<file path="config.mk">
export PLATFORM = sky130hd
export DESIGN_NAME = power_up_timeout_fault_response
export DESIGN_NICKNAME = d
export VERILOG_FILES = /design/src/shared/pwr_seq_pkg.sv /design/src/logic/power_up_timeout_fault_response.sv
export VERILOG_INCLUDE_DIRS = /design/src /design/src/shared
export SDC_FILE = /design/constraint.sdc
export NUM_CORES = 1
export LEC_CHECK = 0
export ABC_AREA = 1
export BUFFER_PORTS_ARGS = -buffer_cell sky130_fd_sc_hd__buf_4
export CORE_ASPECT_RATIO = 1.25
export CORE_MARGIN = 8
export CORE_UTILIZATION = 62
export DETAILED_ROUTE_END_ITERATION = 10
export PLACE_DENSITY_LB_ADDON = 0.3
export RECOVER_POWER = 100
export SLEW_MARGIN = 20
export SYNTH_ARGS = -nofsm -noshare
export SYNTH_HDL_FRONTEND = slang
export SYNTH_SLANG_ARGS = --single-unit
</file>
<file path="constraint.sdc">
create_clock -name core_clk_in -period 4.3 [get_ports core_clk_in]
set_clock_uncertainty 0.15 [all_clocks]
set_input_delay 0.215 -clock core_clk_in [delete_from_list [all_inputs] [get_ports core_clk_in]]
set_output_delay 0.215 -clock core_clk_in [all_outputs]
set_load 0.01 [all_outputs]
</file>
<file path="src/shared/pwr_seq_defines.svh">
// register map, field values, defaults and timing for power-up sequencing
//
// Contract
// - ramp output over programmed rise time
// - time attempt, fault if undervoltage persists
// - zero limit disables the timeout
// - response 00 ignores the fault
// - response 01 operates for delay, then retries
// - response 10 disables then follows retries
// - response 11 disables until fault cleared
// - clear events release the latched fault
// - retry code 000 never restarts
// - codes 001-011 allow one to three restarts
// - restart spacing is decoded count times unit
// - wait turn-on delay before the ramp
// - delay count decodes as power of two
// - codes 100-110 four-six, 111 unlimited
// - delay unit shared with output voltage faults
`ifndef PWR_SEQ_DEFINES_SVH
`define PWR_SEQ_DEFINES_SVH

// -----------------------------------------------------------------------
// command codes
// -----------------------------------------------------------------------
`define CMD_RISE_TIME      8'h61
`define CMD_TIME_LIMIT     8'h62
`define CMD_TIMEOUT_RESP   8'h63

// -----------------------------------------------------------------------
// reset values
// -----------------------------------------------------------------------
`define RST_RISE_TIME      16'h000a
`define RST_TIME_LIMIT     16'h0032
`define RST_TIMEOUT_RESP   8'hb8

// -----------------------------------------------------------------------
// response codes and retry field values
// -----------------------------------------------------------------------
`define RESP_IGNORE        2'h0
`define RESP_RUN_DELAY     2'h1
`define RESP_DISABLE_RETRY 2'h2
`define RESP_DISABLE_HOLD  2'h3
`define RETRY_NONE         3'h0
`define RETRY_FOREVER      3'h7

// -----------------------------------------------------------------------
// timing
// -----------------------------------------------------------------------
`define CLK_PERIOD_NS      10
`define MS_NS              1000000
`define MS_CYCLES          (`MS_NS / `CLK_PERIOD_NS)

`endif

</file>
<file path="src/shared/pwr_seq_pkg.sv">
// types shared by the power-up sequencer
package pwr_seq_pkg;

    // timeout response byte as laid out in the register
    typedef struct packed {
        logic [1:0] resp;
        logic [2:0] retries;
        logic [2:0] dly_cnt;
    } resp_cfg_t;

    // sequencer states
    typedef enum logic [6:0] {
        ST_IDLE  = 7'h01,
        ST_DELAY = 7'h02,
        ST_RISE  = 7'h04,
        ST_ON    = 7'h08,
        ST_HOLD  = 7'h10,
        ST_WAIT  = 7'h20,
        ST_LATCH = 7'h40
    } seq_state_t;

endpackage

</file>
<file path="src/logic/power_up_timeout_fault_response.sv">
// power-up sequencer with timeout fault response and retry handling
`timescale 1ns/1ps
`include "pwr_seq_defines.svh"

module power_up_timeout_fault_response #(
    parameter int MS_CYCLES = `MS_CYCLES
) (
    // clock and reset
    input  wire logic                    core_clk_in,
    input  wire logic                    nrst_in,
    // command port
    input  wire logic                    reg_wr_in,
    input  wire logic [7:0]              reg_addr_in,
    input  wire logic [15:0]             reg_wdata_in,
    output logic      [15:0]             reg_rdata_out,
    input  wire logic                    clear_faults_in,
    input  wire logic                    status_clear_in,
    // settings held elsewhere
    input  wire logic [15:0]             turn_on_delay_setting_in,
    input  wire logic [15:0]             vout_delay_unit_ms_in,
    // enable pin and power stage report
    input  wire logic                    enable_pin_in,
    input  wire logic                    uv_ok_pin_in,
    // sequencer outputs
    output logic                         output_en_out,
    output logic                         ramp_active_out,
    output logic                         timeout_fault_out,
    output logic      [2:0]              attempt_cnt_out,
    output pwr_seq_pkg::seq_state_t      state_out
);
    import pwr_seq_pkg::*;

    // -------------------------------------------------------------------
    // declarations
    // -------------------------------------------------------------------
    logic [15:0]  rise_time_setting_r;
    logic [15:0]  power_up_time_limit_r;
    resp_cfg_t    timeout_response_setting_r;
    logic [1:0]   sync1_r;
    logic [1:0]   sync2_r;
    logic [1:0]   sync3_r;
    logic         en_q_r;
    logic         uv_q_r;
    logic [16:0]  pre_r;
    logic         ms_tick;
    logic         state_chg;
    logic [23:0]  tmr_r;
    seq_state_t   state_r;
    logic [2:0]   attempts_r;
    logic         to_seen_r;
    logic         fault_r;
    logic         en_fall;
    logic         fault_clr;
    logic         timeout_hit;
    logic         retry_ok;
    logic [23:0]  delay_ms;
    logic [23:0]  rise_ms;
    logic [23:0]  limit_ms;
    logic [23:0]  turn_on_delay_setting_ms;
    logic [1:0]   pins;

    // linear format time to whole milliseconds; negative mantissa means 0
    function automatic logic [23:0] lin_ms(input logic [15:0] v);
        logic [4:0]  e;
        logic [23:0] m;
        e = v[15:11];
        m = {13'h0, v[10:0]};
        if (v[10]) begin
            lin_ms = 24'h0;
        end else if (e[4]) begin
            lin_ms = m >> 5'(~e + 5'h1);
        end else begin
            lin_ms = m << e[3:0];
        end
    endfunction

    // -------------------------------------------------------------------
    // settings registers
    // -------------------------------------------------------------------
    // writes to unknown codes are dropped
    always_ff @(posedge core_clk_in) begin
        if (!nrst_in) begin
            rise_time_setting_r        <= `RST_RISE_TIME;
            power_up_time_limit_r      <= `RST_TIME_LIMIT;
            timeout_response_setting_r <= `RST_TIMEOUT_RESP;
        end else if (reg_wr_in) begin
            unique case (reg_addr_in)
                `CMD_RISE_TIME:    rise_time_setting_r <= reg_wdata_in;
                `CMD_TIME_LIMIT:   power_up_time_limit_r <= reg_wdata_in;
                `CMD_TIMEOUT_RESP: timeout_response_setting_r <= reg_wdata_in[7:0];
                default: ;
            endcase
        end
    end

    // read data follows the address one cycle later; unmapped reads zero
    always_ff @(posedge core_clk_in) begin
        if (!nrst_in) begin
            reg_rdata_out <= 16'h0;
        end else begin
            unique case (reg_addr_in)
                `CMD_RISE_TIME:    reg_rdata_out <= rise_time_setting_r;
                `CMD_TIME_LIMIT:   reg_rdata_out <= power_up_time_limit_r;
                `CMD_TIMEOUT_RESP: reg_rdata_out <= {8'h0, timeout_response_setting_r};
                default:           reg_rdata_out <= 16'h0;
            endcase
        end
    end

    // -------------------------------------------------------------------
    // pin synchronisers
    // -------------------------------------------------------------------
    assign pins = {uv_ok_pin_in, enable_pin_in};

    // three stages; a level is taken once stages two and three agree
    genvar gi;
    generate
        for (gi = 0; gi < 2; gi++) begin : g_sync
            always_ff @(posedge core_clk_in) begin
                if (!nrst_in) begin
                    sync1_r[gi] <= 1'b0;
                    sync2_r[gi] <= 1'b0;
                    sync3_r[gi] <= 1'b0;
                end else begin
                    sync1_r[gi] <= pins[gi];
                    sync2_r[gi] <= sync1_r[gi];
                    sync3_r[gi] <= sync2_r[gi];
                end
            end
        end
    endgenerate

    // filtered levels
    always_ff @(posedge core_clk_in) begin
        if (!nrst_in) begin
            en_q_r <= 1'b0;
            uv_q_r <= 1'b0;
        end else begin
            if (sync2_r[0] == sync3_r[0]) en_q_r <= sync3_r[0];
            if (sync2_r[1] == sync3_r[1]) uv_q_r <= sync3_r[1];
        end
    end

    // enable dropping counts as commanded off
    assign en_fall = en_q_r && (sync2_r[0] == sync3_r[0]) && !sync3_r[0];

    // -------------------------------------------------------------------
    // millisecond timebase
    // -------------------------------------------------------------------
    // one tick per millisecond; restarts on every state change so that
    // each phase lasts at least its programmed time, never a fraction less
    always_ff @(posedge core_clk_in) begin
        if (!nrst_in) begin
            pre_r <= 17'h0;
        end else if (ms_tick || state_chg) begin
            pre_r <= 17'h0;
        end else begin
            pre_r <= pre_r + 17'h1;
        end
    end
    assign state_chg = (state_r != state_out);
    assign ms_tick   = (pre_r == 17'(MS_CYCLES - 1)) && !state_chg;

    // -------------------------------------------------------------------
    // decoded times
    // -------------------------------------------------------------------
    assign rise_ms      = lin_ms(rise_time_setting_r);
    assign limit_ms     = lin_ms(power_up_time_limit_r);
    assign turn_on_delay_setting_ms = lin_ms(turn_on_delay_setting_in);
    assign delay_ms = {8'h0, vout_delay_unit_ms_in} << timeout_response_setting_r.dly_cnt;

    assign timeout_hit = (state_r == ST_RISE) && (limit_ms != 24'h0) && !to_seen_r
                         && (tmr_r >= limit_ms) && !uv_q_r;

    assign retry_ok = (timeout_response_setting_r.retries == `RETRY_FOREVER)
                      || (attempts_r < timeout_response_setting_r.retries);

    // any clear event releases the fault
    assign fault_clr = status_clear_in || clear_faults_in || en_fall;

    // -------------------------------------------------------------------
    // fault status
    // -------------------------------------------------------------------
    // a new timeout in the clearing cycle wins over the clear
    always_ff @(posedge core_clk_in) begin
        if (!nrst_in) begin
            fault_r <= 1'b0;
        end else if (timeout_hit) begin
            fault_r <= 1'b1;
        end else if (fault_clr) begin
            fault_r <= 1'b0;
        end
    end

    // -------------------------------------------------------------------
    // sequencer
    // -------------------------------------------------------------------
    // output is driven on in rise, on and hold; off everywhere else
    always_ff @(posedge core_clk_in) begin
        if (!nrst_in) begin
            state_r    <= ST_IDLE;
            tmr_r      <= 24'h0;
            attempts_r <= 3'h0;
            to_seen_r  <= 1'b0;
        end else if (!en_q_r || en_fall) begin
            state_r    <= ST_IDLE;
            tmr_r      <= 24'h0;
            attempts_r <= 3'h0;
            to_seen_r  <= 1'b0;
        end else begin
            if (ms_tick) tmr_r <= tmr_r + 24'h1;
            unique case (state_r)
                ST_IDLE: begin
                    tmr_r <= 24'h0;
                    if (!fault_r) state_r <= ST_DELAY;
                end
                ST_DELAY: begin
                    if (tmr_r >= turn_on_delay_setting_ms) begin
                        state_r   <= ST_RISE;
                        tmr_r     <= 24'h0;
                        to_seen_r <= 1'b0;
                    end
                end
                ST_RISE: begin
                    if (timeout_hit) begin
                        to_seen_r <= 1'b1;
                        tmr_r     <= 24'h0;
                        unique case (timeout_response_setting_r.resp)
                            `RESP_IGNORE: ;
                            `RESP_RUN_DELAY: state_r <= ST_HOLD;
                            `RESP_DISABLE_RETRY: begin
                                state_r    <= retry_ok ? ST_WAIT : ST_LATCH;
                                attempts_r <= retry_ok ? attempts_r + 3'h1 : attempts_r;
                            end
                            `RESP_DISABLE_HOLD: state_r <= ST_LATCH;
                        endcase
                    end else if (uv_q_r && tmr_r >= rise_ms) begin
                        state_r    <= ST_ON;
                        attempts_r <= 3'h0;
                    end
                end
                ST_ON: ;
                ST_HOLD: begin
                    // at the end, on if the output came good, else retry or latch
                    if (tmr_r >= delay_ms) begin
                        tmr_r <= 24'h0;
                        if (uv_q_r) begin
                            state_r    <= ST_ON;
                            attempts_r <= 3'h0;
                        end else begin
                            state_r    <= retry_ok ? ST_WAIT : ST_LATCH;
                            attempts_r <= retry_ok ? attempts_r + 3'h1 : attempts_r;
                        end
                    end
                end
                ST_WAIT: begin
                    if (tmr_r >= delay_ms) begin
                        state_r   <= ST_RISE;
                        tmr_r     <= 24'h0;
                        to_seen_r <= 1'b0;
                    end
                end
                ST_LATCH: begin
                    if (fault_clr) begin
                        state_r    <= ST_IDLE;
                        attempts_r <= 3'h0;
                    end
                end
            endcase
            // unlimited retries must not wrap the counter
            if (attempts_r == 3'h7) attempts_r <= 3'h7;
        end
    end

    // -------------------------------------------------------------------
    // registered outputs
    // -------------------------------------------------------------------
    // outputs lag the state by one cycle so they come from flops
    always_ff @(posedge core_clk_in) begin
        if (!nrst_in) begin
            output_en_out     <= 1'b0;
            ramp_active_out   <= 1'b0;
            timeout_fault_out <= 1'b0;
            attempt_cnt_out   <= 3'h0;
            state_out         <= ST_IDLE;
        end else begin
            output_en_out     <= (state_r == ST_RISE) || (state_r == ST_ON)
                                 || (state_r == ST_HOLD);
            // ramp runs for the rise time
            ramp_active_out   <= (state_r == ST_RISE) && (tmr_r < rise_ms);
            timeout_fault_out <= fault_r;
            attempt_cnt_out   <= attempts_r;
            state_out         <= state_r;
        end
    end

endmodule // power_up_timeout_fault_response

</file>
== Word level (Yosys, flattened, before mapping) ==
Index checks and enable logic that the tools add are counted.
W data, S select, Z words.

* Register bits after elaboration: 130
* Input bits: 63
* Output and inout bits: 29
* Logic and storage cells: 152

* Add/subtract/negate cells: 6
* Magnitude comparators: 6
* Equality and inequality tests: 31
* Shifts and indexed selects: 7
* Multiplexer cells: 38
* Bitwise operators: 4
* Reduce and logical (&&, ||, !) cells: 35

{| class="wikitable"
|+ Operators by type and width
! cell !! count
|-
| $mux W24 || 10
|-
| $ge A24 B24 Y1 || 4
|-
| $pmux W24 S4 || 1
|-
| $shl A11 B4 Y24 || 3
|-
| $shr A11 B5 Y24 || 3
|-
| $mux W7 || 9
|-
| $pmux W16 S3 || 1
|-
| $pmux W7 S6 || 1
|-
| $add A24 B1 Y24 const B || 1
|-
| $eq A8 B7 Y1 const B || 3
|-
| $lt A24 B24 Y1 || 1
|-
| $mux W3 || 8
|-
| $reduce_bool A24 Y1 || 1
|-
| $shl A16 B3 Y24 || 1
|-
| $pmux W7 S3 || 1
|-
| $add A17 B1 Y17 const B || 1
|-
| $eq A17 B17 Y1 const B || 1
|-
| $add A5 B1 Y5 const B || 3
|-
| $not A5 Y5 || 3
|-
| $ne A2 B2 Y1 const B || 6
|-
| $logic_and A1 B1 Y1 || 9
|-
| $ne A3 B3 Y1 const B || 3
|-
| $pmux W3 S3 || 1
|-
| $reduce_and A8 Y1 || 1
|-
| other kinds (30) || 51
|}

== Longest topological paths before layout ==
Gate-level depths: netlist of the first run.

* Depth after elaboration: 13
* Depth in mapped cells: 30
* Gate-level depth less buffers: 28

== Least setup slack after synthesis of the first run ==
No wires, ideal clock.

* Path type: input -> register
* From: input port turn_on_delay_setting_in[11]
* To: register state_r[0]
* Library setup time: 141 ps
* Arrival time: 3559 ps
* Required time: 4009 ps
* Path slack: 450 ps
* Cell stages on the path: 20
* Path buffers: 3
* Cells stage by stage: clkbuf_1 -> inv_1 -> buf_1 -> ha_1 -> xor2_1 -> clkbuf_1 -> a21oi_1 -> o31ai_1 -> nand2_1 -> ha_1 -> nand2_1 -> o21ai_0 -> nand2_1 -> a211o_1 -> o311ai_0 -> o21ai_0 -> nor2_1 -> nand2_4 -> nand2_1 -> nand3_1

* Cells in the longest elaborated chain, start to end: 8
* Elaborated cells on any way between the ends: 9
* Those cells by class: add/sub: 1; order compare: 1; eq/ne: 1; shift: 2; mux: 2; bitwise: 1; reduce/logical: 1

{| class="wikitable"
|+ RTL lines
! what !! line !! RTL
|-
| from (decl) || power_up_timeout_fault_response.sv:19 || <nowiki>input wire logic [15:0] turn_on_delay_setting_in,</nowiki>
|-
| $not A5 Y5 || power_up_timeout_fault_response.sv:71 || <nowiki>lin_ms = m >> 5'(~e + 5'h1);</nowiki>
|-
| $add A5 B1 Y5 || power_up_timeout_fault_response.sv:71 ||
|-
| $shr A11 B5 Y24 || power_up_timeout_fault_response.sv:71 ||
|-
| $mux W24 * || power_up_timeout_fault_response.sv:70 || <nowiki>end else if (e[4]) begin</nowiki>
|-
| $mux W24 * || power_up_timeout_fault_response.sv:68 || <nowiki>if (v[10]) begin</nowiki>
|-
| $ge A24 B24 Y1 * || power_up_timeout_fault_response.sv:218 || <nowiki>if (tmr_r >= turn_on_delay_setting_ms) begin</nowiki>
|-
| $ne A2 B2 Y1 (no line) * || -- ||
|-
| $reduce_and A8 Y1 (no line) * || -- ||
|-
| to (signal assigned) || power_up_timeout_fault_response.sv:232 || <nowiki>state_r <= retry_ok ? ST_WAIT : ST_LATCH;</nowiki>
|-
| to (signal assigned) || power_up_timeout_fault_response.sv:251 || <nowiki>state_r <= retry_ok ? ST_WAIT : ST_LATCH;</nowiki>
|-
| to (decl) || power_up_timeout_fault_response.sv:48 || <nowiki>seq_state_t state_r;</nowiki>
|}

Every way passes the cells marked *; elsewhere a longest branch is shown, timed or not.
A chain may end at the register's enable or synchronous reset.

== Final worst setup path of the first run ==
* From: register timeout_response_setting_r[0] (netlist name)
* To: register state_r[0]

* Cells in the longest elaborated chain, start to end: 4
* Elaborated cells on any way between the ends: 5
* Those cells by class: order compare: 1; eq/ne: 2; shift: 1; reduce/logical: 1

{| class="wikitable"
|+ RTL lines
! what !! line !! RTL
|-
| from (decl) || power_up_timeout_fault_response.sv:38 || <nowiki>resp_cfg_t timeout_response_setting_r;</nowiki>
|-
| from (signal assigned) || power_up_timeout_fault_response.sv:85 || <nowiki>timeout_response_setting_r <= `RST_TIMEOUT_RESP;</nowiki>
|-
| from (signal assigned) || power_up_timeout_fault_response.sv:90 || <nowiki>`CMD_TIMEOUT_RESP: timeout_response_setting_r <= reg_wdata_in[7:0];</nowiki>
|-
| $shl A16 B3 Y24 * || power_up_timeout_fault_response.sv:170 || <nowiki>assign delay_ms = {8'h0, vout_delay_unit_ms_in} << timeout_response_setting_r.dly_cnt;</nowiki>
|-
| $ge A24 B24 Y1 * || power_up_timeout_fault_response.sv:245, power_up_timeout_fault_response.sv:257 ||
|-
| $ne A2 B2 Y1 (no line) || -- ||
|-
| $reduce_and A8 Y1 (no line) * || -- ||
|}

Marked as above.

==> results by group, run 1 <==
Timing
  • Max Clk Rate: 0.251 GHz
  • Worst Tran Pin Value: roughly 2.3 ns
  • Final hold vios: 0
  • Final period utilization: 0.927
  • Setup violators final: 0
  • Setup WS post-layout: ~0.31 ns
  • Final count of pins violating max slew: approximately 60
  • Crit path time final: about 4 ns
  • Rel. slew slack: -0.504

Finish
  • Antenna Cells: 0
  • Fin util: 0.722
  • Post-route non-filler standard cell count: 2169
  • Layout cells sized above 1: 0.0989
  • Final Net Count: about 2100
  • Area grow syn2layout: 14.9%

Flow run
  • Max-cap check violation count: 1

Logic synthesis
  • Synth top area share: 0.230
  • Post-synthesis sequential area ratio: 0.230
  • Syn avg cell area: 6.23 um2
  • Cell Area, Synth: roughly 11000 um2
  • Synthesized instance count: 1819
  • Seq cells post-synth: between 100 and 150
  • Most area-consuming cells after synthesis: dfxtp_1 (23%), nand2_1 (15%), ha_1 (11%)
  • Top FF cell, synth: dfxtp_1
  • Share of synthesized flip-flops with an asynchronous set or reset: 0
  • Yosys top cell by area: dfxtp_1
  • Syn_nets: around 2000
  • Netlist cell types: 56
  • Total number of yosys warnings: 0
  • Post-synth EDFFs: 0

Pwr
  • Final Total Pwr: around 3.0 mW
  • Leak pwr: 6.15 nW
  • Pwr/cell area: ~230 nW/um2
  • Worst IR Drop VDD: 0.000332 V

Global routing
  • Gr usage total: 0.316
  • GRT overflow: 0
  • First-pass GRT wire length: 59.4 mm
  • Largest net degree at the start of global routing: 61
  • Initial antenna violation count: 0
  • Vias in the first global route: ~12000

Floorplan
  • Core footprint: 18000 um2
  • Die H: roughly 170 um
  • Initial cell density of the core: 0.629
  • Die width: 137 um
  • Site row count: 55
  • IO Count: around 90
  • Die ar.: roughly 23000 um2

Setup path
  • Worst endpoint required time: roughly 4.4 ns
  • Worst EP arrival: approximately 4.1 ns
  • CP max FO: 15
  • Critical R2R Launch: timeout_response_setting_r[0]$_SDFFE_PN0P_
  • Critical Path Start Type: register
  • Crit Path Category: reg -> reg
  • CP endpoint kind: register
  • Setup crit start: timeout_response_setting_r[0]$_SDFFE_PN0P_

Detailed routing
  • Vias per cell: roughly 6
  • WL final: roughly 36 mm
  • Starting DRC count in detailed routing: about 1300
  • DR pass1 iterations: 8
  • WL/cell: roughly 17 um
  • Antenna Nets Post-Route: 0
  • DRC Markers: 0
  • Vias post-DR: approximately 13000

Min path
  • Hold Crit Start: reg_wr_in
  • Hold crit path type: in -> reg

Clocking
  • Clk slew on worst S/H paths: approximately 0.07 ns
  • Root Driver: clkbuf_16
  • H-tree depth: 4
  • Maximum clock path buffer count: 2
  • Num CTS Buffers: 17
  • Sink Count: 130
  • TritonCTS clock tree: built
  • Clock insertion delay at the later pin of the skew report: 0.43 ns

Placed design
  • IO Port Bufs: a little over 90
  • Placement Setup Slack: approximately 0.14 ns
  • HPWL Detailed: about 27 mm
  • GP Congestion: 1.01
  • Inst Count DP: 2106

Outcome
  • Failing checks: capacitance limit, slew limit
  • Status: complete, but fails checks
-- path summary, 6_finish.rpt --
path,cells after the start,slack [ns],to
max,17,0.31,state_r[0]$_SDFFE_PP1P_
min,4,0.09,rise_time_setting_r[3]$_SDFFE_PN1P_
max reg2reg,17,0.31,state_r[0]$_SDFFE_PP1P_
min reg2reg,2,0.26,sync2_r[1]$_SDFF_PN0_
-- state kept, by name, indices dropped and copies added, names as in the netlist, 2 cells and up --
signal and flops:
attempts_r 3, rise_time_setting_r 16, reg_rdata_out 16, sync2_r 2, tmr_r 24, attempt_cnt_out 3
sync1_r 2, sync3_r 2, power_up_time_limit_r 16, pre_r 17, timeout_response_setting_r 8, state_r 7
state_out 7
-- synth_stat cells (12+ instances only) --
| library cell | number |
|---|---|
| xor2_1 | 22 |
| ha_1 | 104 |
| inv_2 | 12 |
| xnor2_1 | 14 |
| nand2_1 | 467 |
| nand4_1 | 26 |
| dfxtp_1 | 130 |
| clkbuf_1 | 37 |
| o21ai_0 | 161 |
| a21oi_1 | 159 |
| inv_1 | 199 |
| nor2_2 | 16 |
| nand2_2 | 13 |
| nor3_1 | 29 |
| nand3_1 | 126 |
| nor2_1 | 152 |
| a22oi_1 | 13 |
-- worst max-delay path, stage by stage, from the launching register on --
cell	delay [ns]
dfxtp_1	0.31
inv_1	0.44
nand2_1	0.20
o21ai_0	0.26
o21ai_0	0.22
ha_1	0.35
inv_1	0.05
nor3_1	0.36
nand2_1	0.09
o311ai_0	0.10
nand3_1	0.12
and3_1	0.26
nand2_1	0.18
nand3b_1	0.10
nor2_1	0.36
nand2_4	0.14
nand2_1	0.08
nand3_1	0.06
-- metrics by stage --
step / hold WS [ns] / setup TNS [ns] / instance area, um2
after floorplan: 0.163 / 0 / 11300
after global placement: 0.245 / 0 / 12200
after detailed placement: 0.253 / 0 / 12200
after CTS: 0.0612 / 0 / 13000
after global routing: 0.133 / -0.0177 / 13000
final: 0.0916 / 0 / 13000
-- logic make-up after synthesis --
logic type | Yosys count | share of synthesized area
XOR/XNOR | 36 | 0.0278
flip-flops | 130 | 0.230
multiplexers | 6 | 0.00530
AO/OA/AOI/OAI | 397 | 0.192
AND/OR/NAND/NOR | 872 | 0.335
adder cells (fa/ha/maj) | 105 | 0.116
buffers and inverters | 273 | 0.0943
-- where the power goes --
| group | switching (mW) | internal (mW) |
|---|---|---|
| Clock | 0.660 | 0.776 |
| Combinational | 0.195 | 0.128 |
| Sequential | 0.00377 | 1.21 |
-- cell usage in the layout, fill, tap and decap left out, drive strengths merged, types with 8 or more instances in the layout --
cell type      n
nand3        131
a22oi         13
clkinv         9
dlygate4sd3   21
o221ai         8
a21oi        160
ha           104
o211ai         9
or2           10
inv          218
xor2          22
clkbuf        50
dfxtp        130
nand2        482
nor4          11
nor2         170
o21ai        163
xnor2         14
o22ai          9
nand4         26
buf           93
nor3          32
-- layer usage --
| metal | vias up | GRT usage | part of all wire |
|---|---|---|---|
| li1 | 6307 | - | - |
| met5 | - | 0 | 0 |
| met2 | 589 | 0.527 | 0.48 |
| met1 | 5806 | 0.377 | 0.40 |
| met3 | 131 | 0.0677 | 0.080 |
| met4 | 0 | 0.142 | 0.041 |
-- cell type report --
class | instances | area (um2)
Clock buffer | 17 | 425
Tap cell | 228 | 285
Multi-Input combinational cell | 1416 | 7670
Sequential cell | 130 | 2600
Fill cell | 1582 | 5010
Inverter | 216 | 818
Clock inverter | 15 | 166
Timing Repair Buffer | 147 | 1050
-- what timing repair did --
item,in CTS,in global routing
buffers inserted,0,10
endpoints found under the setup margin,0,13
hold buffers,21,0
resized for setup,0,7
hold endpoints to repair,41,0
Power figures use the tool's default switching activity.
==> inputs of run 2 (changes only) <==
clock period = 4.55 ns   (was 4.3 ns; I/O delays follow)
==> results by group, run 2 (same netlist as run 1, synthesis figures left out) <==
Clocking
  • Num CTS Buffers: 17
  • H-tree depth: 4
  • Sink Count: 130
  • Maximum clock path buffer count: 2
  • Clk slew on worst S/H paths: roughly 0.070 ns
  • Resize count post-CTS: 0
  • Root Driver: clkbuf_16
  • TritonCTS clock tree: built
  • Clock insertion delay at the later pin of the skew report: between 0.4 and 0.5 ns

Global routing
  • First-pass GRT wire length: slightly below 60 mm
  • GRT overflow: 0
  • Largest net degree at the start of global routing: 61
  • Vias in the first global route: roughly 12000
  • Gr usage total: 0.309
  • Initial antenna violation count: 0

Min path
  • WHS Endpoint: state_out[0]$_SDFF_PN1_
  • Hold Crit Start: nrst_in
  • Hold crit path type: in -> reg
  • Worst hold stages: 2

Outcome
  • Status: complete, but fails checks
  • Failing checks: capacitance limit, slew limit

Placed design
  • IO Port Bufs: 91
  • GP Congestion: 0.965
  • Placement Setup Slack: ~0.38 ns
  • Inst Count DP: 2104
  • HPWL Detailed: 27.2 mm
  • Post-Place Cell Area: 12200 um2

Timing
  • Final setup TNS: 0 ns
  • RSZ-0062 raised after global routing: no
  • Crit path time final: 4.16 ns
  • Rel. slew slack: -0.126
  • Final count of pins violating max slew: 11
  • Final hold vios: 0
  • Setup violators final: 0
  • Final period utilization: 0.914
  • Worst Tran Pin Value: around 1.7 ns
  • Setup WS post-layout: 0.391 ns
  • Max Clk Rate: between 0.2 and 0.25 GHz

Floorplan
  • Die H: ~170 um
  • Initial cell density of the core: 0.629
  • IO Count: around 90
  • Site row count: 55
  • Die ar.: roughly 23000 um2
  • Die width: ~140 um
  • Core footprint: between 15000 and 20000 um2

Detailed routing
  • Vias per cell: slightly below 6
  • WL/cell: roughly 17 um
  • DRC Markers: 0
  • Antenna Nets Post-Route: 0
  • WL final: roughly 36 mm
  • Vias post-DR: 12800
  • Starting DRC count in detailed routing: 1029
  • DR pass1 iterations: 6

Finish
  • Final Net Count: 2082
  • Area grow syn2layout: 13.4%
  • Max FFs per register: 24
  • Layout cells sized above 1: 0.0877
  • Commonest non-fill, non-tap cell in the layout: nand2_1
  • Most frequent cells in the layout: nand2_1 (468), inv_1 (202), o21ai_0 (161), nor2_1 (161), a21oi_1 (159)
  • Largest register by flop count: tmr_r
  • Fin area: ~13000 um2
  • Post-route non-filler standard cell count: around 2200
  • Largest regs: tmr_r (24), pre_r (17)
  • Antenna Cells: 0
  • Fin util: 0.713
  • Fillers: 1647

Setup path
  • Reg2Reg Capture Point: tmr_r[12]$_SDFF_PP0_
  • Critical Path Start Type: register
  • R2R depth: 25
  • CP max stage delay: 0.38 ns
  • CP dominant cell by count: inv_1
  • Critical R2R Launch: power_up_time_limit_r[12]$_SDFFE_PN0P_
  • Worst endpoint required time: 4.71 ns
  • Crit path max-delay cell type: dfxtp_1
  • R2r setup slk: approximately 0.39 ns
  • Setup crit start: power_up_time_limit_r[12]$_SDFFE_PN0P_
  • CP max FO: 24
  • Worst EP arrival: about 4.3 ns
  • Crit Path Category: reg -> reg
  • CP endpoint kind: register

Pwr
  • Leak pwr: slightly above 6 nW
  • Worst IR Drop VDD: 0.000251 V
  • Pwr/cell area: 218 nW/um2

Flow run
  • Max-cap check violation count: 1
[run 2: changes by cell type in the layout (fill, tap and decap cells not counted), sizes merged]
cell,change
buf,-11
clkinvlp,-3
clkbuf,-1
dlygate4sd3,-1
inv,+2
clkinv,+1
[run 2: critical path, delay by kind of cell, from the launching register on]
kind,cells,cell delay (ns)
buffers and inverters,7,0.74
DFF,1,0.38
adders and majority gates,2,0.55
AOI/OAI and AO/OA,2,0.41
and+or+nand+nor,14,1.79
[run 2: per-stage QoR]
stage	power (mW)	hold slack, ns
2_1_floorplan	1.35	0.175
3_5_place_dp	1.45	0.261
6_report	2.81	0.0728
3_3_place_gp	1.45	0.245
4_1_cts	2.81	0.00900
5_1_grt	2.90	0.110
[run 2: power breakdown]
part | switching [mW] | leakage (nW) | internal, mW | total [mW]
Sequential | 0.00376 | 1.05 | 1.14 | 1.15
Combinational | 0.182 | 4.75 | 0.119 | 0.301
Clock | 0.623 | 0.286 | 0.734 | 1.36
Total | 0.809 | 6.09 | 2.00 | 2.81
[run 2: how the worst max path moves through the flow]
| stage | slack [ns] | cells past startpoint | endpoint |
|---|---|---|---|
| after floorplan | 0.69 | 20 | state_r[0]$_SDFFE_PP1P_ |
| after global placement | 0.47 | 21 | state_r[4]$_SDFFE_PP0P_ |
| after detailed placement | 0.38 | 21 | state_r[4]$_SDFFE_PP0P_ |
| after CTS | 0.54 | 24 | attempts_r[0]$_SDFFE_PP0P_ |
| after global routing | 0.02 | 24 | tmr_r[13]$_SDFF_PP0_ |
| final | 0.39 | 25 | tmr_r[12]$_SDFF_PP0_ |
[run 2: layout make-up]
| type | instances | area, um2 | share of cell area |
|---|---|---|---|
| Multi-Input combinational cell | 1416 | 7630 | 0.593 |
| Inverter | 216 | 811 | 0.0631 |
| Sequential cell | 130 | 2600 | 0.202 |
| Clock inverter | 15 | 160 | 0.0125 |
| Clock buffer | 17 | 425 | 0.0331 |
| Timing Repair Buffer | 134 | 947 | 0.0737 |
| Tap cell | 228 | 285 | 0.0222 |
[run 2: repair_timing]
item,4_1_cts,5_1_grt
endpoints found under the hold margin,38,0
hold buffers,20,0
buffers inserted,0,0
[run 2: metal layers]
metal | track usage | vias to the layer above | part of all wire
met5 | 0 | - | 0
met4 | 0.151 | 0 | 0.046
met3 | 0.0515 | 133 | 0.064
met2 | 0.513 | 552 | 0.47
met1 | 0.376 | 5809 | 0.42
li1 | - | 6280 | -
